--- config.mk ---
export PLATFORM = sky130hd
export DESIGN_NAME = bmc_top
export DESIGN_NICKNAME = d
export VERILOG_FILES = /design/src/hw/bmc_pkg.sv /design/src/hw/bmc_top.sv
export SDC_FILE = /design/constraint.sdc
export NUM_CORES = 1
export LEC_CHECK = 0
export BUFFER_PORTS_ARGS = -buffer_cell sky130_fd_sc_hd__buf_2
export CAP_MARGIN = 10
export CORE_MARGIN = 2
export CORE_UTILIZATION = 45
export DETAILED_ROUTE_END_ITERATION = 12
export PLACE_DENSITY_LB_ADDON = 0.12
export SLEW_MARGIN = 5
export SYNTH_ARGS = -nofsm -noshare
export SYNTH_HDL_FRONTEND = slang
export SYNTH_SLANG_ARGS = --single-unit
--- constraint.sdc ---
create_clock -name clk -period 4.1 [get_ports clk]
set_clock_uncertainty 0.15 [all_clocks]
set_input_delay 0.205 -clock clk [delete_from_list [all_inputs] [get_ports clk]]
set_output_delay 0.205 -clock clk [all_outputs]
set_load 0.02 [all_outputs]
--- src/hw/bmc_pkg.sv ---
package bmc_pkg;

	// ==========================================================
	// Control word layout
	localparam int CTRL_WORD_BITS = 16;
	localparam int HEAD_BITS = 8;
	localparam int POS_RW = 7;
	localparam logic [4:0] CNT_HEAD_LAST = 5'h07;
	localparam logic [4:0] CNT_WORD_LAST = 5'h0F;
	localparam logic [4:0] CNT_WORD_DONE = 5'h10;

	// ==========================================================
	// Register addresses
	localparam logic [6:0] ADDR_UNUSED_A = 7'h10;
	localparam logic [6:0] ADDR_UNUSED_B = 7'h11;
	localparam logic [6:0] ADDR_FIR_RESP = 7'h12;
	localparam logic [6:0] ADDR_POLARITY = 7'h13;
	localparam logic [6:0] ADDR_MODE_RATE = 7'h14;
	localparam logic [6:0] ADDR_DETECT = 7'h15;
	localparam logic [6:0] ADDR_ZERO = 7'h16;

	// ==========================================================
	// Field positions
	localparam int POS_RESP_LO = 2;
	localparam int POS_POL = 7;
	localparam int POS_GATE = 4;
	localparam int POS_RESTART = 6;
	localparam int POS_MODE = 5;
	localparam int POS_SINGLE_CHANNEL_SELECT = 3;
	localparam int POS_CHANNEL_PICK = 2;
	localparam int POS_RATE_LO = 0;
	localparam int POS_DET_LO = 1;
	localparam int POS_ZR = 1;
	localparam int POS_ZL = 0;
	localparam logic [7:0] READ_ZERO = 8'h00;

	// ==========================================================
	// Types
	typedef enum logic [1:0] {
		RATE_FULL = 2'b00,
		RATE_HALF = 2'b01,
		RATE_RSVD = 2'b10,
		RATE_QUARTER = 2'b11
	} bmc_rate_e;

	typedef struct packed {
		logic one_bit_stream_mode;
		logic system_restart;
		logic single_channel_select;
		logic channel_pick;
		bmc_rate_e fir_rate_code;
		logic [1:0] fir_response_code;
		logic output_polarity_flip;
		logic output_gate_control;
	} bmc_cfg_s;

	localparam bmc_cfg_s CFG_RESET = '{
		one_bit_stream_mode: 1'b0,
		system_restart: 1'b0,
		single_channel_select: 1'b0,
		channel_pick: 1'b0,
		fir_rate_code: RATE_FULL,
		fir_response_code: 2'b00,
		output_polarity_flip: 1'b0,
		output_gate_control: 1'b0
	};

endpackage : bmc_pkg

--- src/hw/bmc_top.sv ---
// Notes on behaviour
// - Writing 1 to bit 5 of the mode register enters stream mode.
// - Word is R/W flag bit 15, address bits 14:8, data bits 7:0.
// - Disabled bits do nothing when written; unused registers hold no function.
// - Response field bits 3:2 pick responses 1 to 4, default 00.
// - Rate field bits 1:0: full, half, quarter bit clock; code 10 reserved.
// - Detect status bits 2:1 and zero flags bits 1:0 are read-only.
module bmc_top
	import bmc_pkg::*;
#(
	parameter int ZERO_RUN = 1024,
	parameter int CLK_LOSS = 64
) (
	// Clock, reset, enable
	input wire logic clk,
	input wire logic reset_n,
	input wire logic ce,
	// Serial control port
	input wire logic ctrl_sel_n,
	input wire logic ctrl_clk,
	input wire logic ctrl_din,
	output logic ctrl_dout,
	output logic ctrl_dout_oe,
	// Stream input
	input wire logic stream_bit_clock,
	input wire logic left_stream_input,
	input wire logic right_stream_input,
	// Controls to the converter
	output bmc_cfg_s cfg,
	output bmc_rate_e fir_rate_active,
	output logic fir_tick,
	output logic [1:0] stream_detect_bits,
	output logic right_zero_flag,
	output logic left_zero_flag
);

	localparam int ZW = $clog2(ZERO_RUN + 1);
	localparam int LW = $clog2(CLK_LOSS + 1);

	// ==========================================================
	// Pin synchronisers
	logic [5:0] sync_a;
	logic [5:0] sync_b;
	logic [5:0] sync_c;
	wire [5:0] pins = {ctrl_sel_n, ctrl_clk, ctrl_din, stream_bit_clock,
		left_stream_input, right_stream_input};

	always_ff @(posedge clk or negedge reset_n) begin
		if (!reset_n) begin
			sync_a <= 6'h3F;
			sync_b <= 6'h3F;
			sync_c <= 6'h3F;
		end else if (ce) begin
			sync_a <= pins;
			sync_b <= sync_a;
			sync_c <= sync_b;
		end
	end

	wire sel = ~sync_b[5];
	wire sclk_rise = sync_b[4] & ~sync_c[4];
	wire din = sync_b[3];
	wire bclk_rise = sync_b[2] & ~sync_c[2];
	wire left_bit = sync_b[1];
	wire right_bit = sync_b[0];

	// ==========================================================
	// Serial word assembly
	logic [4:0] bit_cnt;
	logic [6:0] shreg;
	logic head_rw;
	logic [6:0] head_addr;
	logic [7:0] rd_sh;

	wire [7:0] word_byte = {shreg, din};
	wire head_done = sel & sclk_rise & (bit_cnt == CNT_HEAD_LAST);
	wire wr_en = sel & sclk_rise & (bit_cnt == CNT_WORD_LAST) & ~head_rw;
	wire [7:0] wdata = word_byte;

	function automatic logic [7:0] read_reg(input logic [6:0] a,
			input bmc_cfg_s c, input logic [1:0] det, input logic zr,
			input logic zl);
		logic [7:0] v;
		v = READ_ZERO;
		case (a)
			ADDR_FIR_RESP: v[POS_RESP_LO +: 2] = c.fir_response_code;
			ADDR_POLARITY: begin
				v[POS_POL] = c.output_polarity_flip;
				v[POS_GATE] = c.output_gate_control;
			end
			ADDR_MODE_RATE: begin
				v[POS_MODE] = c.one_bit_stream_mode;
				v[POS_SINGLE_CHANNEL_SELECT] = c.single_channel_select;
				v[POS_CHANNEL_PICK] = c.channel_pick;
				v[POS_RATE_LO +: 2] = c.fir_rate_code;
			end
			ADDR_DETECT: v[POS_DET_LO +: 2] = det;
			ADDR_ZERO: begin
				v[POS_ZR] = zr;
				v[POS_ZL] = zl;
			end
			default: v = READ_ZERO;
		endcase
		return v;
	endfunction : read_reg

	wire [7:0] rd_word = read_reg(word_byte[6:0], cfg, stream_detect_bits,
		right_zero_flag, left_zero_flag);

	always_ff @(posedge clk or negedge reset_n) begin
		if (!reset_n) begin
			bit_cnt <= 5'h00;
			shreg <= 7'h00;
			head_rw <= 1'b0;
			head_addr <= 7'h00;
			rd_sh <= 8'h00;
		end else if (ce) begin
			if (!sel) begin
				bit_cnt <= 5'h00;
			end else if (sclk_rise && bit_cnt != CNT_WORD_DONE) begin
				bit_cnt <= bit_cnt + 5'h01;
				shreg <= word_byte[6:0];
				rd_sh <= {rd_sh[6:0], 1'b0};
				if (head_done) begin
					head_rw <= word_byte[POS_RW];
					head_addr <= word_byte[6:0];
					rd_sh <= rd_word;
				end
			end
		end
	end

	// Data held in a flop so the pin never glitches mid-bit
	assign ctrl_dout = rd_sh[HEAD_BITS - 1];
	assign ctrl_dout_oe = sel & head_rw & (bit_cnt > CNT_HEAD_LAST)
		& (bit_cnt != CNT_WORD_DONE);

	// ==========================================================
	// Control registers
	// Only enabled bits have storage, so disabled ones cannot act
	always_ff @(posedge clk or negedge reset_n) begin
		if (!reset_n) begin
			cfg <= CFG_RESET;
		end else if (ce) begin
			cfg.system_restart <= 1'b0;
			if (wr_en) begin
				case (head_addr)
					ADDR_FIR_RESP: cfg.fir_response_code <=
						wdata[POS_RESP_LO +: 2];
					ADDR_POLARITY: begin
						cfg.output_polarity_flip <= wdata[POS_POL];
						cfg.output_gate_control <= wdata[POS_GATE];
					end
					ADDR_MODE_RATE: begin
						cfg.system_restart <= wdata[POS_RESTART];
						cfg.one_bit_stream_mode <= wdata[POS_MODE];
						cfg.single_channel_select <= wdata[POS_SINGLE_CHANNEL_SELECT];
						cfg.channel_pick <= wdata[POS_CHANNEL_PICK];
						if (wdata[POS_RATE_LO +: 2] != RATE_RSVD) begin
							cfg.fir_rate_code <=
								bmc_rate_e'(wdata[POS_RATE_LO +: 2]);
						end
					end
					default: ;
				endcase
			end
		end
	end

	// ==========================================================
	// Stream clocking and FIR rate
	logic [1:0] div;
	logic [LW-1:0] loss_cnt;
	wire bclk_present = loss_cnt != LW'(CLK_LOSS);
	wire tick_hit = (fir_rate_active == RATE_FULL)
		| ((fir_rate_active == RATE_HALF) & ~div[0])
		| ((fir_rate_active == RATE_QUARTER) & (div == 2'b00));

	// Rate only tracks while out of stream mode, so a late write is inert
	always_ff @(posedge clk or negedge reset_n) begin
		if (!reset_n) begin
			fir_rate_active <= RATE_FULL;
			div <= 2'b00;
			fir_tick <= 1'b0;
			loss_cnt <= LW'(CLK_LOSS);
		end else if (ce) begin
			if (!cfg.one_bit_stream_mode) begin
				fir_rate_active <= cfg.fir_rate_code;
			end
			fir_tick <= cfg.one_bit_stream_mode & bclk_rise & tick_hit;
			if (bclk_rise) begin
				div <= div + 2'b01;
				loss_cnt <= '0;
			end else if (bclk_present) begin
				loss_cnt <= loss_cnt + LW'(1);
			end
		end
	end

	assign stream_detect_bits = {cfg.one_bit_stream_mode & bclk_present,
		bclk_present};

	// ==========================================================
	// Channel zero detection
	function automatic logic [ZW-1:0] run_next(input logic [ZW-1:0] run,
			input logic same);
		if (!same) begin
			return '0;
		end
		return (run == ZW'(ZERO_RUN)) ? run : run + ZW'(1);
	endfunction : run_next

	logic [ZW-1:0] run_l;
	logic [ZW-1:0] run_r;
	logic last_l;
	logic last_r;

	always_ff @(posedge clk or negedge reset_n) begin
		if (!reset_n) begin
			run_l <= '0;
			run_r <= '0;
			last_l <= 1'b0;
			last_r <= 1'b0;
		end else if (ce && bclk_rise) begin
			run_l <= run_next(run_l, left_bit == last_l);
			run_r <= run_next(run_r, right_bit == last_r);
			last_l <= left_bit;
			last_r <= right_bit;
		end
	end

	assign left_zero_flag = run_l == ZW'(ZERO_RUN);
	assign right_zero_flag = run_r == ZW'(ZERO_RUN);

	// ==========================================================
	// Checks
	a_mode_enter: assert property (@(posedge clk) disable iff (!reset_n)
		ce && wr_en && head_addr == ADDR_MODE_RATE && wdata[POS_MODE]
		|=> cfg.one_bit_stream_mode)
		else $error("stream mode not entered");
	a_head_take: assert property (@(posedge clk) disable iff (!reset_n)
		ce && head_done |=> head_rw == $past(word_byte[POS_RW])
		&& head_addr == $past(word_byte[6:0]))
		else $error("control header not captured");
	a_resp_store: assert property (@(posedge clk) disable iff (!reset_n)
		ce && wr_en && head_addr == ADDR_FIR_RESP
		|=> cfg.fir_response_code == $past(wdata[POS_RESP_LO +: 2]))
		else $error("response field not stored");
	a_rate_rsvd: assert property (@(posedge clk) disable iff (!reset_n)
		wr_en && wdata[POS_RATE_LO +: 2] == RATE_RSVD
		|=> $stable(cfg.fir_rate_code))
		else $error("reserved rate accepted");
	a_rate_frozen: assert property (@(posedge clk) disable iff (!reset_n)
		cfg.one_bit_stream_mode && $past(cfg.one_bit_stream_mode)
		|-> $stable(fir_rate_active))
		else $error("rate moved in stream mode");
	a_tick_cause: assert property (@(posedge clk) disable iff (!reset_n)
		fir_tick |-> $past(bclk_rise) && $past(cfg.one_bit_stream_mode))
		else $error("tick without bit clock edge");
	a_unused_read: assert property (@(posedge clk) disable iff (!reset_n)
		ce && head_done && word_byte[POS_RW]
		&& (word_byte[6:0] == ADDR_UNUSED_A
		|| word_byte[6:0] == ADDR_UNUSED_B)
		|=> rd_sh == READ_ZERO)
		else $error("unused register reads nonzero");
	a_zero_clear: assert property (@(posedge clk) disable iff (!reset_n)
		ce && bclk_rise && left_bit != last_l |=> !left_zero_flag)
		else $error("zero flag survives toggle");

endmodule : bmc_top

-- Yosys cells after proc, flatten, opt, wreduce, memory -nomap -nowiden
Cells that the tools add are included.
- $add $sub $neg: 5
- $lt $le $gt $ge: 1
- eq/ne operators: 21
- mux-type cells: 27
- bitwise gates (word level): 22
- reductions and logical operators: 18
- operators by type and width (kind ; number):
    11-bit 2-to-1 mux ; 6
    7-bit by 5-bit equality test with 1-bit output, second input constant ; 8
    11-bit by 1-bit adder with 11-bit output, second input constant ; 2
    11-bit equality test, second input constant ; 2
    5-bit 2-to-1 mux ; 3
    1-bit bitwise AND ; 14
    7-bit 2-to-1 mux ; 2
    2-bit AND reduction ; 6
    3-bit AND reduction ; 4
    9-bit 2-to-1 mux ; 1
    8-bit 2-to-1 mux ; 1
    4-bit AND reduction ; 2
    7-bit by 1-bit adder with 7-bit output, second input constant ; 1
    1-bit 2-to-1 mux ; 7
    7-bit inequality test, second input constant ; 1
    2-bit 2-to-1 mux ; 3
    1-bit inverter ; 6
    1-bit case mux with 3 select lines ; 2
    5-bit by 1-bit adder with 5-bit output, second input constant ; 1
    5-bit by 3-bit equality test with 1-bit output, second input constant ; 1
    5-bit by 4-bit equality test with 1-bit output, second input constant ; 1
    5-bit by 3-bit > comparator with 1-bit output, second input constant ; 1
    5-bit inequality test, second input constant ; 1
    2-bit logical NOT ; 2
    10 further kinds ; 16
- flip-flop bits (word level): 91
- input port bits: 9
- output and inout port bits: 19
- logic and storage cells: 118

-- Depth between registers and ports, before layout
Gate-level depths: netlist (run 1).
- depth after elaboration: 6
- mapped depth: 8
- depth with buffers taken out: 7

-- Worst setup path before layout (run 1)
OpenSTA, ideal clock, no wires.
- path type: flip-flop to flip-flop
- start: register bit_cnt[1]
- end: register cfg[2] (netlist bit)
- data arrival time: 2209 ps
- setup slack: 1613 ps
- stages on the path, launching flop included: 8
- path buffers: 0
- period minus slack after synthesis: 2487 ps
- cell sequence: dfrtp_1 -> ha_1 -> and3_1 -> ha_1 -> or4b_4 -> or3_4 -> nor4b_4 -> mux2_1
- cells in the longest elaborated chain, start to end: 4
- RTL lines (item ; line ; source):
    start, declared ; bmc_top.sv:69 ; logic [4:0] bit_cnt;
    start signal, assigned ; bmc_top.sv:121 ; bit_cnt <= bit_cnt + 5'h01;
    5-bit by 4-bit equality test with 1-bit output ; bmc_top.sv:77 ; wire wr_en = sel & sclk_rise & (bit_cnt == CNT_WORD_LAST) & ~head_rw;
    1-bit bitwise AND (2 in series) ; bmc_top.sv:77 ;
    3-bit AND reduction (no line) ; n/a ;
    end, declared ; bmc_top.sv:29 ; output bmc_cfg_s cfg,
Every way passes these cells.
A chain may end at the register's enable or synchronous reset.

-- Final worst setup path (run 1)
Same ends and word-level chain as after synthesis.

==> results of run 1 <==
[layout make-up]
type | instances | area, µm² | area share [%]
multi-input combinational | 277 | 1950 | 40.4
tap | 129 | 161 | 3.35
clock inverter | 2 | 15.0 | 0.312
sequential | 88 | 2220 | 46.1
clock buffer | 14 | 163 | 3.38
timing repair buffer | 38 | 238 | 4.94
inverter | 19 | 71.3 | 1.48
[cell usage after synthesis, drive strengths merged, types with 2 or more instances]
master	n	area, µm²
a221oi	2	17.5
a21oi	9	45.0
nor4	5	46.3
dfstp	15	394
nand3b	4	30.0
nor2b	6	37.5
nor4b	7	76.3
nand4	7	43.8
a22oi	2	15.0
and3	5	31.3
dfrtp	73	1830
o221ai	2	17.5
and4	2	17.5
o22ai	2	12.5
or3	6	42.5
nand3	9	45.0
nand2	52	195
mux2i	2	20.0
a22o	4	35.0
and2	4	25.0
xor2	10	87.6
nor3	5	25.0
ha	10	125
a21o	2	15.0
a311oi	2	17.5
xnor2	9	78.8
nand4bb	2	38.8
mux2	32	368
nor3b	4	30.0
o31ai	2	15.0
a31oi	3	18.8
buf	4	20.0
a2bb2oi	2	17.5
nand2b	4	25.0
nor2	26	97.6
clkbuf	11	41.3
o21ai	18	90.1
inv	19	71.3
or4b	2	23.8
[power groups by stage]
stage | Sequential (W) | Combinational (W) | Clock, W
2_1_floorplan | 0.00115 | 0.000325 | 0
3_3_place_gp | 0.00121 | 0.000394 | 0
3_5_place_dp | 0.00121 | 0.000406 | 0
4_1_cts | 0.00120 | 0.000411 | 0.000586
5_1_grt | 0.00122 | 0.000469 | 0.000615
6_report | 0.00120 | 0.000405 | 0.000562
[critical path, stage by stage (launching register included)]
cell and delay [ns]:
dfrtp_1 0.39, ha_1 0.23, and3_1 0.17, ha_1 0.13
or4b_4 0.47, or3_4 0.36, nor4b_4 0.25, mux2_1 0.34
[worst max-delay path by stage]
stage / to / slack (ns) / from
6_report: cfg[2] / 1.49 / bit_cnt[1]
5_1_grt: cfg[3] / 1.32 / bit_cnt[1]
2_1_floorplan: cfg[2] / 1.61 / bit_cnt[1]
3_3_place_gp: cfg[2] / 1.53 / bit_cnt[1]
3_5_place_dp: cfg[2] / 1.50 / bit_cnt[1]
4_1_cts: cfg[2] / 1.48 / bit_cnt[1]
[registers in the layout, summed over array words and instances, names as in the netlist]
name and count:
run_l 11, last_l 1, run_r 11, sync_c 2, head_addr 7, fir_rate_active 2
fir_tick 1, cfg 10, loss_cnt 7, bit_cnt 5, rd_sh 8, sync_a 6
last_r 1, head_rw 1, sync_b 6, shreg 7, div 2
[kinds of logic after synthesis]
kind of cell | after synthesis | share of synthesized area, %
xor+xnor | 19 | 3.87
simple gates | 157 | 20.8
buf+inv | 34 | 3.08
flops | 88 | 51.6
mux | 34 | 9.02
compound gates | 57 | 8.73
fa+ha+maj | 10 | 2.91
[metal layers]
layer	wire, µm	GRT usage (%)
met1	4210	25.6
met2	4240	29.8
met3	254	4.83
met4	153	7.90
met5	0	0
[timing repair]
action / in CTS / in global routing
endpoints found under the hold margin: 51 / 0
hold buffers: 7 / 0
buffers inserted: 0 / 0
[metrics by stage]
stage | std cells | hold WS [ns]
floorplan | 399 | -0.241
global placement | 544 | 0.160
detailed placement | 544 | 0.165
CTS | 567 | 0.0752
global route | 567 | 0.0985
finish | 567 | 0.0950
==> key figures, run 1 <==
Logic synthesis
  – Mapped Cells: about 400
  – Synth unique cells: 63
  – EDFF count, synth: 0
  – Top_reg_cell synth: dfrtp_1
  – YS warnings: 0
  – Seq/Total Area, Yosys: around half
  – Mapped Avg Cell Area: 10.8 µm²
  – Asr flop ratio synth: 100%
  – Syn Nets: ~420
  – Yosys reg bits: 88
  – Mapped Area: ~4300 µm²

Placement
  – GPL Wtd Cong: between 0.7 and 0.8
  – DP Worst Slack: between 1 and 1.5 ns
  – Buffers added on ports: 27
  – Dpl hpwl: 6010 µm
  – Placed Area: 4570 µm²

Cells and area
  – Final net count: approximately 450
  – Leading cell type in the layout, fill and taps excluded: dfrtp_1
  – Area Growth Syn to Fin: 12.0%
  – Fillers: ~850
  – Fin area: approximately 4800 µm²
  – Layout cells sized above 1: 20.8%
  – Core Util, Final: between 50% and 60%
  – N_diodes: 0
  – Most frequent cells in the layout: dfrtp_1, nand2_1, nor2_1, buf_2, mux2_2

STA
  – Setup ws final: 1.49 ns
  – Worst-Margin Slew: between 0.9 and 1 ns
  – TNS Setup: 0 ns
  – Fin. Hold Viols: 0
  – RSZ-0062 raised after global routing: no
  – Final worst-path cycle share: 63.6%
  – Fmax: ~380 MHz
  – Normalized max-slew margin: 39.6%
  – Final Max Tran Viols: 0
  – Final Setup Violations: 0
  – Min Tclk post-route: between 2 and 3 ns

Clock network
  – Post-CTS resize count: 0
  – TritonCTS clock tree: yes
  – CTS Buf Count: 9
  – Clk sinks: between 80 and 90
  – Worst-Skew Late Latency: between 0.3 and 0.4 ns
  – H-Tree Depth: 3
  – Longest Clk Path Bufs: 2
  – Worst-path clk slew: ~0.080 ns
  – Clock root buffer: clkbuf_8

Critical path
  – Reg-to-reg startpoint: bit_cnt[1]
  – Critical path endpoint category: register
  – Worst R2R Path Depth: 7
  – RR Endpoint: cfg[2]
  – Crit Path Max Fanout: 5
  – Arrival time worst endpoint: roughly 2.7 ns
  – Worst EP required: 4.20 ns
  – Critical path type: register to register
  – R2R Setup Slk: approximately 1.5 ns
  – Startpoint Class: register

Hold path
  – Hold Path Origin: ce
  – Class of the worst hold path: primary input to register
  – Worst Hold Path Cells: 3
  – Endpoint, Worst Hold: bit_cnt[3]

Floorplan
  – CORE AREA: approximately 9200 µm²
  – Die area: slightly above 10000 µm²
  – Initial Util: a little under half
  – Ports: 28
  – # rows: 35
  – DIE HEIGHT: 102 µm
  – Die W: roughly 100 µm

Power and ir drop
  – Pwr/cell area: 449 nW/µm²
  – Clock share of power: a little over a quarter
  – Sw Ratio: 32.2%
  – P_leak: around 2.2 nW
  – Sequential power share: a little under three fifths
  – Gate power share: 18.7%
  – Max VDD drop: roughly 0.25 mV
  – Total power: 0.00216 W
  – Psw: approximately 0.0007 W
  – Int Power: about 0.0015 W

Global route
  – Initial antenna violation count: 0
  – Vias in the first global route: roughly 3000
  – Overflow after GRT: 0
  – Total global-route track usage: roughly a fifth
  – First-pass GRT wire length: 15100 µm
  – Maximum number of pins on one net before global-route repair: 57

Detailed routing
  – Final wirelength: around 8900 µm
  – Via count: 3018
  – Antenna-violating nets left: 0
  – DRC violations left: 0
  – Starting DRT DRC Count: 154
  – Router iterations before antenna repair: 4
  – Wire per inst: about 16 µm
  – Vias/cell: around 5.3

Run
  – Max-Cap Viols: 0

Status
  – Status: complete, no violations
Note: power is estimated with default switching activity, not from simulation.
==> run 2, diff against run 1 <==
clock period = 2.4 ns   (was 4.1 ns; I/O delays follow)
==> key figures, run 2 (synthesis gave the netlist of run 1 again) <==
Power and ir drop
  – Pwr/cell area: 764 nW/µm²
  – Max VDD drop: between 0.5 and 0.6 mV
  – Int Power: ~0.0026 W
  – Sequential power share: between 50% and 60%
  – P_leak: ~2.3 nW
  – Clock share of power: between 20% and 30%
  – Psw: about 0.0012 W
  – Gate power share: about a fifth
  – Sw Ratio: between 30% and 40%

Global route
  – Initial antenna violation count: 0
  – Top Usage Layer GRT: met2
  – Overflow after GRT: 0
  – First-pass GRT wire length: ~15000 µm
  – Met3 usage: under 10%
  – Total global-route track usage: a little under a fifth
  – Met1 Usage GRT: about a quarter
  – GR Layer Usage met2: 29.0%
  – Vias in the first global route: 3002
  – Maximum number of pins on one net before global-route repair: 89

Critical path
  – RR Endpoint: cfg[3]
  – Startpoint Class: register
  – Worst setup startpoint: bit_cnt[1]
  – Crit Path Max Fanout: 2
  – Crit path capture: cfg[3]
  – R2R Setup Slk: -0.19 ns
  – Arrival time worst endpoint: 2.68 ns
  – Reg-to-reg startpoint: bit_cnt[1]
  – Worst R2R Path Depth: 7
  – Worst-path cell chain: ha_2, and3_4, ha_4, or4b_4, or3_4, nor4b_4, mux2_1
  – Worst path max stage delay: between 0.4 and 0.5 ns
  – Critical path type: register to register
  – Worst EP required: between 2 and 2.5 ns
  – Critical path endpoint category: register
  – Worst path slowest cell: or4b_4

Clock network
  – Longest Clk Path Bufs: 2
  – TritonCTS clock tree: yes
  – H-Tree Depth: 3
  – Clk sinks: 88
  – Worst-path clk slew: approximately 0.08 ns
  – CTS Buf Count: 9
  – Worst-Skew Late Latency: about 0.37 ns
  – Clock root buffer: clkbuf_8

Status
  – Status: finished, violations left
  – Failing checks: negative setup slack

STA
  – Setup ws final: -0.188 ns
  – Min Tclk post-route: 2.59 ns
  – Final hold slack: roughly 0.016 ns
  – Final Max Tran Viols: 0
  – Final Setup Violations: 4
  – Fin. Hold Viols: 0
  – TNS Setup: -0.457 ns
  – Final worst-path cycle share: 108%
  – Worst-Margin Slew: 0.626 ns
  – Fmax: about 390 MHz
  – Normalized max-slew margin: between 50% and 60%
  – RSZ-0062 raised after global routing: yes

Placement
  – Buffers added on ports: 27
  – GPL Wtd Cong: 0.777
  – Placed Area: between 4000 and 5000 µm²
  – Dpl hpwl: about 6200 µm

Cells and area
  – Multi-input gate area: approximately 2000 µm²
  – Fillers: between 800 and 900
  – Layout cells sized above 1: between 20 and 30%
  – Final net count: around 470
  – Leading cell type in the layout, fill and taps excluded: dfrtp_1
  – Register area: ~2200 µm²
  – Most frequent cells in the layout: dfrtp_1, nand2_1, nor2_1, buf_2, mux2_2
  – Core Util, Final: between 50% and 60%
  – Fin area: just over 5000 µm²
  – N_diodes: 0
  – Area Growth Syn to Fin: 17.1%
  – Largest registers: run_l: 11 flops, run_r: 11 flops, cfg: 10 flops

Detailed routing
  – Vias/cell: 5.30
  – Wire per inst: 15.3 µm
  – DRC violations left: 0
  – Antenna-violating nets left: 0
  – Via count: between 3000 and 4000
  – Router iterations before antenna repair: 4
  – Starting DRT DRC Count: between 100 and 150
  – Final wirelength: 8960 µm

Floorplan
  – CORE AREA: roughly 9200 µm²
  – Ports: 28
  – DIE HEIGHT: around 100 µm
  – # rows: 35
  – Initial Util: 46.6%
  – Die area: just over 10000 µm²
  – Die W: ~100 µm

Hold path
  – Class of the worst hold path: primary input to register

Run
  – Max-Cap Viols: 0
run 2: cell types whose count changed in the layout (fill, tap and decap cells not counted), sizes merged:
cell / before / now
buf: 31 / 49
clkinv: 0 / 1
clkbuf: 14 / 12
dlygate4sd3: 7 / 8
bufinv: 0 / 1
run 2: worst min path at each step:
stage	cells after the start	end	from
after CTS	2	sync_b[0]	ce
after global placement	2	run_r[6]	reset_n
final	2	sync_b[0]	ce
after floorplan	0	bit_cnt[0]	reset_n
after detailed placement	2	run_r[7]	reset_n
after global routing	2	sync_b[0]	ce
run 2: per-stage QoR:
step,power [W],setup slack (ns),std cells
final,0.00385,-0.188,586
after global routing,0.00412,-0.262,586
after detailed placement,0.00281,-0.158,559
after global placement,0.00278,-0.0965,559
after CTS,0.00388,-0.166,584
after floorplan,0.00252,-0.0818,399
run 2: critical path, delay by kind of cell, from the launching register on:
family        cells  cell delay [ns]
simple gates      4             1.29
fa+ha+maj         2             0.30
mux               1             0.37
flops             1             0.36
run 2: repair_timing:
item,CTS,global route
setup buffers,1,2
pin swaps,1,1
setup endpoints to repair,4,8
gates resized for setup,3,5
hold endpoints to repair,94,0
hold buffers,8,0
run 2: layout make-up:
class / instances / share of cell area [%]
Sequential cell: 88 / 44.1
Multi-Input combinational cell: 277 / 39.4
Timing Repair Buffer: 57 / 7.92
Tap cell: 129 / 3.20
Clock buffer: 12 / 2.88
Inverter: 19 / 1.42
Clock inverter: 4 / 1.07
run 2: power by group through the flow:
stage,clock network (W),registers [W],logic [W]
after floorplan,0,0.00196,0.000556
after global placement,0,0.00205,0.000729
after detailed placement,0,0.00206,0.000751
after CTS,0.00107,0.00204,0.000773
after global routing,0.00115,0.00209,0.000886
final,0.00104,0.00204,0.000764
run 2: layer usage:
metal  wire length, µm  vias up
met5                 0        -
met4               194        0
met3               296       17
met2              4150       46
met1              4320     1525
li1                  -     1515
